`config.mk`:
```
export PLATFORM = sky130hd
export DESIGN_NAME = tlbc_top
export DESIGN_NICKNAME = d
export VERILOG_FILES = /design/src/rtl/tlbc_pkg.sv /design/src/rtl/tlbc_top.sv
export SDC_FILE = /design/constraint.sdc
export NUM_CORES = 1
export LEC_CHECK = 0
export ABC_AREA = 1
export ABC_CLOCK_PERIOD_IN_PS = 12300
export BUFFER_PORTS_ARGS = -buffer_cell sky130_fd_sc_hd__buf_4
export CAP_MARGIN = 20
export CORE_MARGIN = 4
export CORE_UTILIZATION = 28
export DETAILED_ROUTE_END_ITERATION = 16
export GPL_TIMING_DRIVEN = 0
export PLACE_DENSITY_LB_ADDON = 0.08
export SLEW_MARGIN = 5
export SYNTH_ARGS = -nofsm -noshare
export SYNTH_HDL_FRONTEND = slang
export SYNTH_SLANG_ARGS = --single-unit
```
`constraint.sdc`:
```
create_clock -name mclk_in -period 12.3 [get_ports mclk_in]
set_input_delay 1.23 -clock mclk_in [delete_from_list [all_inputs] [get_ports mclk_in]]
set_output_delay 1.23 -clock mclk_in [all_outputs]
set_load 0.005 [all_outputs]
```
`src/rtl/tlbc_pkg.sv`:
```
// tlb control package: register indices, field layouts, reset values, segment codes
// assumes the pipeline addresses these registers by their coprocessor register number
// Summary of operation
// - on a miss, va[31:13] is written into the miss page pair field
// - page size mask bits 24:13 drop matching address bits from tag compare
// - mask register is source on entry write and destination on entry read
// - random pointer never goes below the locked entry boundary, or below 15 when the boundary exceeds 15
// - locked entry boundary clears to zero on reset
// - any write to the boundary forces the random pointer to its upper bound
// - the indexed pointer ignores the boundary and reaches every entry
// - fault address captures va of address error, tlb and coherency exceptions
// - fault address holds while exception level bit is one
// - bus errors never load the fault address
// - tlb refill, invalid or modified loads entry high page pair; address_space_id keeps its value
// - entry high is page pair 31:13, zeros 12:8, address_space_id 7:0
// - any exception enters privileged mode until exception return
// - user mode only when user bit 1 and exception and error levels 0
// - user mode gives one translated 2 Gbyte space, cached per entry
// - privileged, msb clear selects the mapped user segment with address_space_id
// - privileged 100 segment is unmapped cached, pa is va minus 0x8000_0000
// - privileged 101 segment is unmapped uncached, pa is va minus 0xa000_0000
// - top byte c0 to fe is mapped; top 16 MBytes mapped only if config bit 3
// - sixteen fully associative entries, each an even/odd page pair
// - random pointer resets to 15, decrements per valid instruction
package tlbc_pkg;

  // ---------------------------------------------------------------
  // register numbers
  // ---------------------------------------------------------------
  localparam logic [4:0] TLBC_REG_PTR   = 5'h04;
  localparam logic [4:0] TLBC_REG_MASK  = 5'h05;
  localparam logic [4:0] TLBC_REG_BOUND = 5'h06;
  localparam logic [4:0] TLBC_REG_FVA   = 5'h08;
  localparam logic [4:0] TLBC_REG_EHI   = 5'h0a;

  // ---------------------------------------------------------------
  // field positions and reset values
  // ---------------------------------------------------------------
  localparam int          TLBC_ENTRIES     = 16;
  localparam int          TLBC_PAGE_PAIR_NUMBER_LO     = 13;
  localparam int          TLBC_MASK_LO     = 13;
  localparam int          TLBC_MASK_W      = 12;
  localparam int          TLBC_PTR_PAGE_PAIR_NUMBER_LO = 4;
  localparam int          TLBC_PTR_BASE_LO = 23;
  localparam int          TLBC_BOUND_W     = 6;
  localparam logic [5:0]  TLBC_BOUND_RST   = 6'h00;
  localparam logic [3:0]  TLBC_RAND_TOP    = 4'hf;
  localparam int          TLBC_CFG_MAPTOP_BIT = 3;
  localparam logic [31:0] TLBC_SEG0_BASE   = 32'h8000_0000;
  localparam logic [31:0] TLBC_SEG1_BASE   = 32'ha000_0000;
  localparam logic [7:0]  TLBC_ONCHIP_TOP  = 8'hff;

  // ---------------------------------------------------------------
  // segment kinds
  // ---------------------------------------------------------------
  typedef enum logic [2:0] {
    TLBC_SEG_USER    = 3'b000,
    TLBC_SEG_CACHED  = 3'b001,
    TLBC_SEG_UNCACHE = 3'b010,
    TLBC_SEG_KMAPPED = 3'b011,
    TLBC_SEG_ONCHIP  = 3'b100
  } tlbc_seg_t;

endpackage

```
`src/rtl/tlbc_top.sv`:
```
// tlb control registers, replacement pointer, tag compare and segment decode
// assumes the pipeline presents register accesses, tlb instructions and exception pulses on mclk_in
`timescale 1ns/10ps
module tlbc_top
  import tlbc_pkg::*;
(
  input  wire logic        mclk_in,
  input  wire logic        sys_rst_in,
  // register access by coprocessor register number
  input  wire logic        reg_wr_in,
  input  wire logic [4:0]  reg_num_in,
  input  wire logic [31:0] reg_wdata_in,
  output logic      [31:0] reg_rdata_out,
  // status bits from the pipeline
  input  wire logic        user_mode_bit_in,
  input  wire logic        exception_level_bit_in,
  input  wire logic        error_level_bit_in,
  input  wire logic        cfg_map_top_in,
  input  wire logic [2:0]  segment_coherency_field_in,
  // exception entry
  input  wire logic        exc_take_in,
  input  wire logic        exc_addr_err_in,
  input  wire logic        exc_tlb_in,
  input  wire logic        exc_coherency_in,
  input  wire logic        exc_bus_err_in,
  input  wire logic [31:0] exc_vaddr_in,
  input  wire logic        exception_return_instr_in,
  input  wire logic        instr_valid_in,
  // tlb instruction data paths
  input  wire logic        entry_read_in,
  input  wire logic [11:0] entry_mask_in,
  input  wire logic [18:0] entry_page_pair_number_in,
  input  wire logic [7:0]  entry_address_space_id_in,
  output logic      [11:0] entry_mask_out,
  output logic      [3:0]  random_ptr_out,
  // lookup: one entry tag compared against a virtual address
  input  wire logic [31:0] lookup_vaddr_in,
  input  wire logic [18:0] lookup_tag_page_pair_number_in,
  input  wire logic [11:0] lookup_tag_mask_in,
  output logic             lookup_hit_out,
  // segment decode
  output logic             priv_mode_out,
  output logic      [2:0]  seg_kind_out,
  output logic             seg_mapped_out,
  output logic             seg_uncached_out,
  output logic      [2:0]  seg_coherency_out,
  output logic      [31:0] seg_paddr_out,
  output logic      [7:0]  seg_address_space_id_out
);

  // ---------------------------------------------------------------
  // registers
  // ---------------------------------------------------------------
  logic [8:0]  table_base_field_r;
  logic [18:0] miss_page_pair_number_r;
  logic [11:0] page_mask_r;
  logic [5:0]  bound_r;
  logic [3:0]  random_r;
  logic [31:0] fault_vaddr_r;
  logic [18:0] page_pair_number_r;
  logic [7:0]  address_space_id_r;
  logic        exc_active_r;

  // ---------------------------------------------------------------
  // decode
  // ---------------------------------------------------------------
  wire logic wr_ptr   = reg_wr_in && (reg_num_in == TLBC_REG_PTR);
  wire logic wr_mask  = reg_wr_in && (reg_num_in == TLBC_REG_MASK);
  wire logic wr_bound = reg_wr_in && (reg_num_in == TLBC_REG_BOUND);
  wire logic wr_ehi   = reg_wr_in && (reg_num_in == TLBC_REG_EHI);

  // fault address loads only outside exception level, miss pointer at any level; bus errors excluded from both
  wire logic fva_event = exc_take_in && !exc_bus_err_in &&
                         (exc_addr_err_in || exc_tlb_in || exc_coherency_in);
  wire logic fva_load  = fva_event && !exception_level_bit_in;
  wire logic tlb_event = exc_take_in && exc_tlb_in && !exc_bus_err_in;

  // lowest value the random pointer may take; a boundary past the table clamps to its top
  wire logic [3:0] rand_floor = (bound_r > 6'(TLBC_RAND_TOP)) ? TLBC_RAND_TOP : bound_r[3:0];
  wire logic [3:0] rand_dec   = (random_r <= rand_floor) ? TLBC_RAND_TOP
                                                          : random_r - 4'h1;

  // tag compare of one entry; the indexed path has no boundary at all
  wire logic [11:0] cmp_diff = lookup_vaddr_in[24:13] ^ lookup_tag_page_pair_number_in[11:0];
  wire logic        hit_nxt  = (lookup_vaddr_in[31:25] == lookup_tag_page_pair_number_in[18:12]) &&
                               ((cmp_diff & ~lookup_tag_mask_in) == 12'h000);

  // ---------------------------------------------------------------
  // mode and segment decode
  // ---------------------------------------------------------------
  // the exception cycle itself is privileged, before the held flag has caught up
  wire logic user_mode = user_mode_bit_in && !exception_level_bit_in &&
                         !error_level_bit_in && !exc_active_r && !exc_take_in;
  wire logic [7:0] va_top = lookup_vaddr_in[31:24];
  tlbc_seg_t seg_nxt;
  assign seg_nxt = user_mode                                      ? TLBC_SEG_USER
                 : !lookup_vaddr_in[31]                           ? TLBC_SEG_USER
                 : (lookup_vaddr_in[31:29] == 3'b100)             ? TLBC_SEG_CACHED
                 : (lookup_vaddr_in[31:29] == 3'b101)             ? TLBC_SEG_UNCACHE
                 : (va_top == TLBC_ONCHIP_TOP && !cfg_map_top_in) ? TLBC_SEG_ONCHIP
                 :                                                  TLBC_SEG_KMAPPED;
  // user mode above 2 Gbytes is an address error for the pipeline; flagged as unmapped here
  wire logic mapped_nxt = (seg_nxt == TLBC_SEG_USER && !lookup_vaddr_in[31]) ||
                          (seg_nxt == TLBC_SEG_KMAPPED);
  wire logic [31:0] paddr_nxt = (seg_nxt == TLBC_SEG_CACHED)  ? lookup_vaddr_in - TLBC_SEG0_BASE
                              : (seg_nxt == TLBC_SEG_UNCACHE) ? lookup_vaddr_in - TLBC_SEG1_BASE
                              :                                 lookup_vaddr_in;

  // ---------------------------------------------------------------
  // read mux
  // ---------------------------------------------------------------
  wire logic [31:0] rd_nxt =
      (reg_num_in == TLBC_REG_PTR)   ? {table_base_field_r, miss_page_pair_number_r, 4'h0} :
      (reg_num_in == TLBC_REG_MASK)  ? {7'h00, page_mask_r, 13'h0000} :
      (reg_num_in == TLBC_REG_BOUND) ? {26'h0, bound_r} :
      (reg_num_in == TLBC_REG_FVA)   ? fault_vaddr_r :
      (reg_num_in == TLBC_REG_EHI)   ? {page_pair_number_r, 5'h00, address_space_id_r} :
                                       32'h0000_0000;

  // ---------------------------------------------------------------
  // state
  // ---------------------------------------------------------------
  always_ff @(posedge mclk_in or posedge sys_rst_in) begin
    if (sys_rst_in) begin
      table_base_field_r <= '0;
      miss_page_pair_number_r <= '0;
      page_mask_r <= '0;
      page_pair_number_r <= '0;
      address_space_id_r <= '0;
      fault_vaddr_r <= '0;
      exc_active_r <= 1'b0;
    end else begin
      if (wr_ptr)
        table_base_field_r <= reg_wdata_in[31:TLBC_PTR_BASE_LO];
      if (tlb_event)
        miss_page_pair_number_r <= exc_vaddr_in[31:TLBC_PAGE_PAIR_NUMBER_LO];
      // the mask register takes the entry's field when an entry is read
      if (entry_read_in)
        page_mask_r <= entry_mask_in;
      else if (wr_mask)
        page_mask_r <= reg_wdata_in[24:TLBC_MASK_LO];
      if (tlb_event) begin
        page_pair_number_r <= exc_vaddr_in[31:TLBC_PAGE_PAIR_NUMBER_LO];
      end else if (entry_read_in) begin
        page_pair_number_r <= entry_page_pair_number_in;
        address_space_id_r <= entry_address_space_id_in;
      end else if (wr_ehi) begin
        page_pair_number_r <= reg_wdata_in[31:TLBC_PAGE_PAIR_NUMBER_LO];
        address_space_id_r <= reg_wdata_in[7:0];
      end
      if (fva_load)
        fault_vaddr_r <= exc_vaddr_in;
      if (exc_take_in)
        exc_active_r <= 1'b1;
      else if (exception_return_instr_in)
        exc_active_r <= 1'b0;
    end
  end

  always_ff @(posedge mclk_in or posedge sys_rst_in) begin
    if (sys_rst_in) begin
      bound_r  <= TLBC_BOUND_RST;
      random_r <= TLBC_RAND_TOP;
    end else begin
      if (wr_bound) begin
        bound_r  <= reg_wdata_in[TLBC_BOUND_W-1:0];
        random_r <= TLBC_RAND_TOP;
      end else if (instr_valid_in) begin
        random_r <= rand_dec;
      end
    end
  end

  always_ff @(posedge mclk_in or posedge sys_rst_in) begin
    if (sys_rst_in) begin
      reg_rdata_out     <= '0;
      entry_mask_out    <= '0;
      random_ptr_out    <= TLBC_RAND_TOP;
      lookup_hit_out    <= 1'b0;
      priv_mode_out     <= 1'b1;
      seg_kind_out      <= TLBC_SEG_USER;
      seg_mapped_out    <= 1'b0;
      seg_uncached_out  <= 1'b0;
      seg_coherency_out <= '0;
      seg_paddr_out     <= '0;
      seg_address_space_id_out      <= '0;
    end else begin
      reg_rdata_out     <= rd_nxt;
      entry_mask_out    <= page_mask_r;
      random_ptr_out    <= random_r;
      lookup_hit_out    <= hit_nxt;
      priv_mode_out     <= !user_mode;
      seg_kind_out      <= seg_nxt;
      seg_mapped_out    <= mapped_nxt;
      seg_uncached_out  <= (seg_nxt == TLBC_SEG_UNCACHE) || (seg_nxt == TLBC_SEG_ONCHIP);
      seg_coherency_out <= segment_coherency_field_in;
      seg_paddr_out     <= paddr_nxt;
      seg_address_space_id_out      <= address_space_id_r;
    end
  end

endmodule

```
# Word-level counts from Yosys, hierarchy flattened
# Cells that the tools add are included.
# Widths: inputs -> output; s select.
[totals]
regBits = 208
latch_bits = 0
ramBits = 0
romBits = 0
input_bits = 189
out_inout_bits = 98
word_cells = 103
n_memories = 0
[classes]
add_sub_neg = 3
n_mul = 0
div_mod_pow = 0
magnitude_cmp = 2
eq_ne = 13
n_shift = 0
n_mux = 25
bitwise = 4
n_reduce_logical = 36
[ops]
columns = ["operator", "n"]
rows = [
  ["$mux 32", 7],
  ["$sub 32x32->32 const B", 2],
  ["$mux 19", 3],
  ["$mux 12", 2],
  ["$logic_and 1x1->1", 16],
  ["$mux 4", 4],
  ["$mux 8", 2],
  ["$eq 5x3->1 const B", 3],
  ["$mux 3", 5],
  ["$and 12x12->12", 1],
  ["$logic_not 12->1", 1],
  ["$not 12->12", 1],
  ["$xor 12x12->12", 1],
  ["$eq 5x4->1 const B", 2],
  ["$eq 3x3->1 const B", 3],
  ["$eq 8x8->1 const B", 1],
  ["$logic_not 1->1", 8],
  ["$reduce_bool 2->1", 4],
  ["$eq 7x7->1", 1],
  ["$eq 3x2->1 const B", 2],
  ["$gt 6x4->1 const B", 1],
  ["$le 4x4->1", 1],
  ["$logic_or 1x1->1", 4],
  ["$sub 4x1->4 const B", 1],
  ["other kinds (6)", 7],
]

# Longest topological paths before layout
[logic_depth]
depth_word = 10
ltp_mapped = 11
depth_no_buf = 11

# Worst setup path after synthesis
# Ideal clock, no wire load.
[synth_timing]
path_type = "input-to-reg"
startpoint = "input port reg_num_in[0]"
endpoint = "register page_pair_number_r[0]"
setup_ns = 0.121
arrival_ns = 2.116
required_ns = 12.179
slack_ns = 10.064
cell_stages = 9
path_buffers = 3
path_cell_list = "buf_2 > inv_2 > nand2_2 > nor2_4 > nand2_2 > nand3_2 > buf_6 > buf_6 > o21ai_1"
[synth_between]
elab_chain_cells = 3
[synth_rtl]
columns = ["item", "line_no", "rtl"]
rows = [
  ["from (decl)", "tlbc_top.sv:11", "input wire logic [4:0] reg_num_in,"],
  ["$eq 5x4->1", "tlbc_top.sv:70", "wire logic wr_ehi = reg_wr_in && (reg_num_in == TLBC_REG_EHI);"],
  ["$logic_and 1x1->1", "tlbc_top.sv:70", ""],
  ["$reduce_bool 3->1 (no line)", "-", ""],
  ["to (signal assigned)", "tlbc_top.sv:143", "page_pair_number_r <= exc_vaddr_in[31:TLBC_PAGE_PAIR_NUMBER_LO];"],
  ["to (signal assigned)", "tlbc_top.sv:145", "page_pair_number_r <= entry_page_pair_number_in;"],
  ["to (signal assigned)", "tlbc_top.sv:148", "page_pair_number_r <= reg_wdata_in[31:TLBC_PAGE_PAIR_NUMBER_LO];"],
  ["to (decl)", "tlbc_top.sv:60", "logic [18:0] page_pair_number_r;"],
]
# Every way passes these cells.
# A chain may end at the register's enable or synchronous reset.

# Worst setup path in the final report
[layout_timing]
startpoint = "input port reg_num_in[2]"
endpoint = "register reg_rdata_out[22]"
[layout_between]
elab_chain_cells = 6
word_cells_on_any_way = 10
classes_between = "eq/ne: 5; mux: 5"
[layout_rtl]
columns = ["item", "line_no", "rtl"]
rows = [
  ["$eq 5x4->1", "tlbc_top.sv:117", "(reg_num_in == TLBC_REG_EHI) ? {page_pair_number_r, 5'h00, address_space_id_r} :"],
  ["$mux 32", "tlbc_top.sv:117", ""],
  ["$mux 32", "tlbc_top.sv:116", "(reg_num_in == TLBC_REG_FVA) ? fault_vaddr_r :"],
  ["$mux 32", "tlbc_top.sv:115", "(reg_num_in == TLBC_REG_BOUND) ? {26'h0, bound_r} :"],
  ["$mux 32", "tlbc_top.sv:114", "(reg_num_in == TLBC_REG_MASK) ? {7'h00, page_mask_r, 13'h0000} :"],
  ["$mux 32 *", "tlbc_top.sv:113", "(reg_num_in == TLBC_REG_PTR) ? {table_base_field_r, miss_page_pair_number_r, 4'h0} :"],
  ["named net rd_nxt[22]", "tlbc_top.sv:112", "wire logic [31:0] rd_nxt ="],
  ["to (signal assigned)", "tlbc_top.sv:188", "reg_rdata_out <= rd_nxt;"],
  ["to (decl)", "tlbc_top.sv:13", "output logic [31:0] reg_rdata_out,"],
]
# Mark *: on every way through the listed nets, which the timed path passes. The rest lies on a longest branch.

==> flow_metrics.py <==
metrics = {
    "critical_path": {
        "path_buf_inv": 3,
        "reg2reg_depth": 9,
        "slowest_stage": "nor3_2",
        "crit_path_end_kind": "flip-flop",
        "critPathTopFamily": "simple AND/OR/NAND/NOR gates",
        "worstReg2RegEnd": "random_r[0]",
        "critPathMaxStageDelay_ns": 0.63,
        "critPathMaxFanout": 10,
        "arrival_ns": 2.80,
        "r2r_setup_slack_ns": 10.72,
        "path_cells": "buf_4 -> inv_1 -> nand3_2 -> nor3_2 -> buf_2 -> nand2_1 -> nand4_1",
        "r2r-start": "bound_r[4]",
        "startpoint_type": "primary input",
        "path_class": "in2reg",
        "cp.required_ns": 12.73,
    },
    "sta": {
        "worst_pin_slew_ns": 0.801,
        "fin_worst_skew_ns": 0.00825,
        "hold_violations": 0,
        "fmax_ghz": 0.423,
        "setup_viol": 0,
        "fin_tns_setup_ns": 0,
        "relSlewSlack_pct": 46.3,
        "rsz0062_at_grt": "false",
        "period_minus_slack_ns": 2.36,
        "maxSlewViolCount": 0,
        "fin_crit_sh_pct": 19.2,
    },
    "pwr": {
        "internal_power_mw": 1.33,
        "power_leakage_nw": 6.60,
        "p_clk_share_pct": 39.2,
        "netSwitchingFraction_pct": 26.8,
        "vdd_drop_max_v": 0.0000933,
        "powerDensity_mw_per_mm2": 148,
        "switchingPower_uw": 489,
        "pwr-share-comb_pct": 15.6,
        "pwr-share-seq_pct": 45.3,
    },
    "floorplanning": {
        "initial_core_util_pct": 28.6,
        "die_height_um": 186,
        "fp-row-count": 64,
        "die-area_mm2": 0.0345,
        "ios": 287,
        "die_x_um": 186,
        "coreArea_mm2": 0.0309,
    },
    "synthesis": {
        "syn_avg_cell_area_um2": 8.58,
        "ys_seq_area_share_pct": 59.0,
        "yosysWarningCount": 0,
        "synth.area.top_cells": "dfrtp_1, nand2_1, inv_1, o21ai_0, dfstp_2",
        "syn_inst": 1031,
        "synth-seq-cells": 208,
        "synth_top_cell_area_share_pct": 56.3,
        "ys_types": 33,
        "yosys.area.top_type": "dfrtp_1",
        "syn_nets": 1228,
        "netlist_area_mm2": 0.00885,
    },
    "grt": {
        "grt_max_degree": 79,
        "grt_pass1_wl_um": 45700,
        "busiest_layer": "met2",
        "grt_pass1_vias": 7824,
        "grt_util_met2_pct": 28.6,
        "grtUsageMet1_pct": 22.6,
        "grtUsageTotal_pct": 17.3,
        "grt_util_met3_pct": 5.57,
        "antenna_found_initial": 0,
        "overflow": 0,
    },
    "finish": {
        "fill_cells": 3237,
        "multi_input_comb_area_mm2": 0.00302,
        "register_area_mm2": 0.00522,
        "final_cell_mix": "nand2_1, buf_4, dfrtp_1",
        "area_growth_pct": 38.9,
        "final_core_util_pct": 39.7,
        "final_common_cell": "nand2_1",
        "drive_above_1_share_pct": 27.4,
        "n_antenna_cell": 0,
        "finalNetCount": 1536,
    },
    "clock_tree": {
        "root_buffer": "clkbuf_16",
        "cts_tree": "yes",
        "hold_buffers": 0,
        "cts_repair_resize_count": 0,
        "clk_path_buf_depth": 3,
        "cts_sinks": 208,
        "clk_latency_ns": 0.52,
        "clk_pin_slew_ns": 0.05,
        "post_cts_buffers": 0,
        "numCtsBuffers": 26,
        "ctsHtreeMaxLevel": 1,
    },
    "placement": {
        "gp_congestion": 0.786,
        "io_buffers": 278,
        "place_hpwl_um": 23500,
    },
    "route": {
        "postRouteAntennaNets": 0,
        "first_pass_iters": 4,
        "drtIter0Drc": 409,
        "vias_per_cell": 4.41,
        "drc": 0,
        "vias": 7724,
        "routed_wirelength_um": 30400,
        "wl_per_cell_um": 17.4,
    },
    "min_path": {
        "holdPathEnd": "random_ptr_out[0]",
        "holdCritStartpoint": "random_r[0]",
        "hp-class": "reg2reg",
        "whs_path_depth": 0,
    },
    "run": {
        "maxCapViolations": 0,
    },
    "run_status": {
        "status": "completed",
    },
}
==> worst register-to-register path, cell delays in order (launching register included) <==
cell and delay (ns):
dfrtp_1 0.39, nor2_1 0.17, inv_1 0.09, nor2_1 0.10
ha_1 0.25, a21oi_1 0.20, nand2_1 0.07, nand2_1 0.09
o21ai_0 0.09, nand2_1 0.07
==> registers in the layout, indices dropped and copies added (netlist names), 3 cells and up <==
| signal | flops |
|---|---|
| seg_coherency_out | 3 |
| miss_page_pair_number_r | 19 |
| random_ptr_out | 4 |
| bound_r | 6 |
| reg_rdata_out | 32 |
| random_r | 4 |
| table_base_field_r | 9 |
| seg_address_space_id_out | 8 |
| page_pair_number_r | 19 |
| seg_kind_out | 3 |
| fault_vaddr_r | 32 |
| entry_mask_out | 12 |
| page_mask_r | 12 |
| seg_paddr_out | 32 |
| address_space_id_r | 8 |
==> layer usage <==
layer / wire, µm / vias up
met1: 13200 / 3589
met3: 2820 / 24
met4: 310 / 0
li1: - / 3837
met5: 0 / -
met2: 14200 / 274
==> cells by family after synthesis <==
group	synth area share, %
DFF	59.0
and+or+nand+nor	25.6
buffers and inverters	6.87
xor gates and xnor gates	0.297
AOI/OAI and AO/OA	7.13
adders and majority gates	1.13
==> synthesized netlist by cell type <==
master	instances
nor2_1	47
o21ai_2	10
nor2_4	1
ha_1	8
a21oi_1	9
buf_2	14
nand3b_1	3
buf_6	3
nand2_1	425
clkinv_1	1
xnor2_1	3
clkbuf_1	18
o21ai_0	61
inv_2	1
o31ai_4	1
nand3_2	3
o21ai_1	13
nor3_1	4
dfstp_2	9
nand3_1	42
nand4_1	17
nand4_2	1
o22ai_1	5
nor2_2	2
inv_1	109
o211ai_1	10
dfrtp_1	199
nor3_2	2
buf_1	2
clkbuf_2	1
buf_4	1
nand2_2	5
nor3_4	1
==> power groups by stage <==
stage | Clock (mW) | Sequential (mW) | Combinational, mW
after detailed placement | 0 | 0.837 | 0.290
final | 0.714 | 0.825 | 0.283
after global routing | 0.765 | 0.834 | 0.328
after CTS | 0.737 | 0.826 | 0.291
after floorplan | 0 | 0.826 | 0.149
after global placement | 0 | 0.837 | 0.284
==> per-stage QoR <==
| stage | power [mW] | setup WS, ns | cell area (µm²) | std cells | hold slack (ns) |
|---|---|---|---|---|---|
| after global routing | 1.93 | 9.82 | 12300 | 1752 | 0.386 |
| after floorplan | 0.975 | 5.40 | 8850 | 1031 | 0.367 |
| after global placement | 1.12 | 2.42 | 11400 | 1705 | 0.376 |
| after CTS | 1.85 | 9.90 | 12300 | 1752 | 0.384 |
| final | 1.82 | 9.94 | 12300 | 1752 | 0.383 |
| after detailed placement | 1.13 | 9.35 | 11500 | 1707 | 0.377 |
==> cell type report <==
| type | count | share of cell area (%) |
|---|---|---|
| buffer | 39 | 1.56 |
| clock inverter | 5 | 0.224 |
| clock buffer | 40 | 6.22 |
| inverter | 111 | 3.45 |
| timing repair buffer | 280 | 17.4 |
| multi-input combinational | 673 | 24.6 |
| tap | 396 | 4.03 |
| sequential | 208 | 42.5 |
==> worst max-delay path by stage <==
| stage | slack (ns) | to | cells past startpoint | from |
|---|---|---|---|---|
| 3_3_place_gp | 2.42 | seg_paddr_out[8] | 2 | sys_rst_in |
| 5_1_grt | 9.82 | reg_rdata_out[22] | 7 | reg_num_in[2] |
| 6_report | 9.94 | reg_rdata_out[22] | 7 | reg_num_in[2] |
| 4_1_cts | 9.90 | reg_rdata_out[22] | 7 | reg_num_in[2] |
| 3_5_place_dp | 9.35 | reg_rdata_out[22] | 7 | reg_num_in[2] |
| 2_1_floorplan | 5.40 | address_space_id_r[0] | 1 | sys_rst_in |
(Power assumes the default switching activity.)
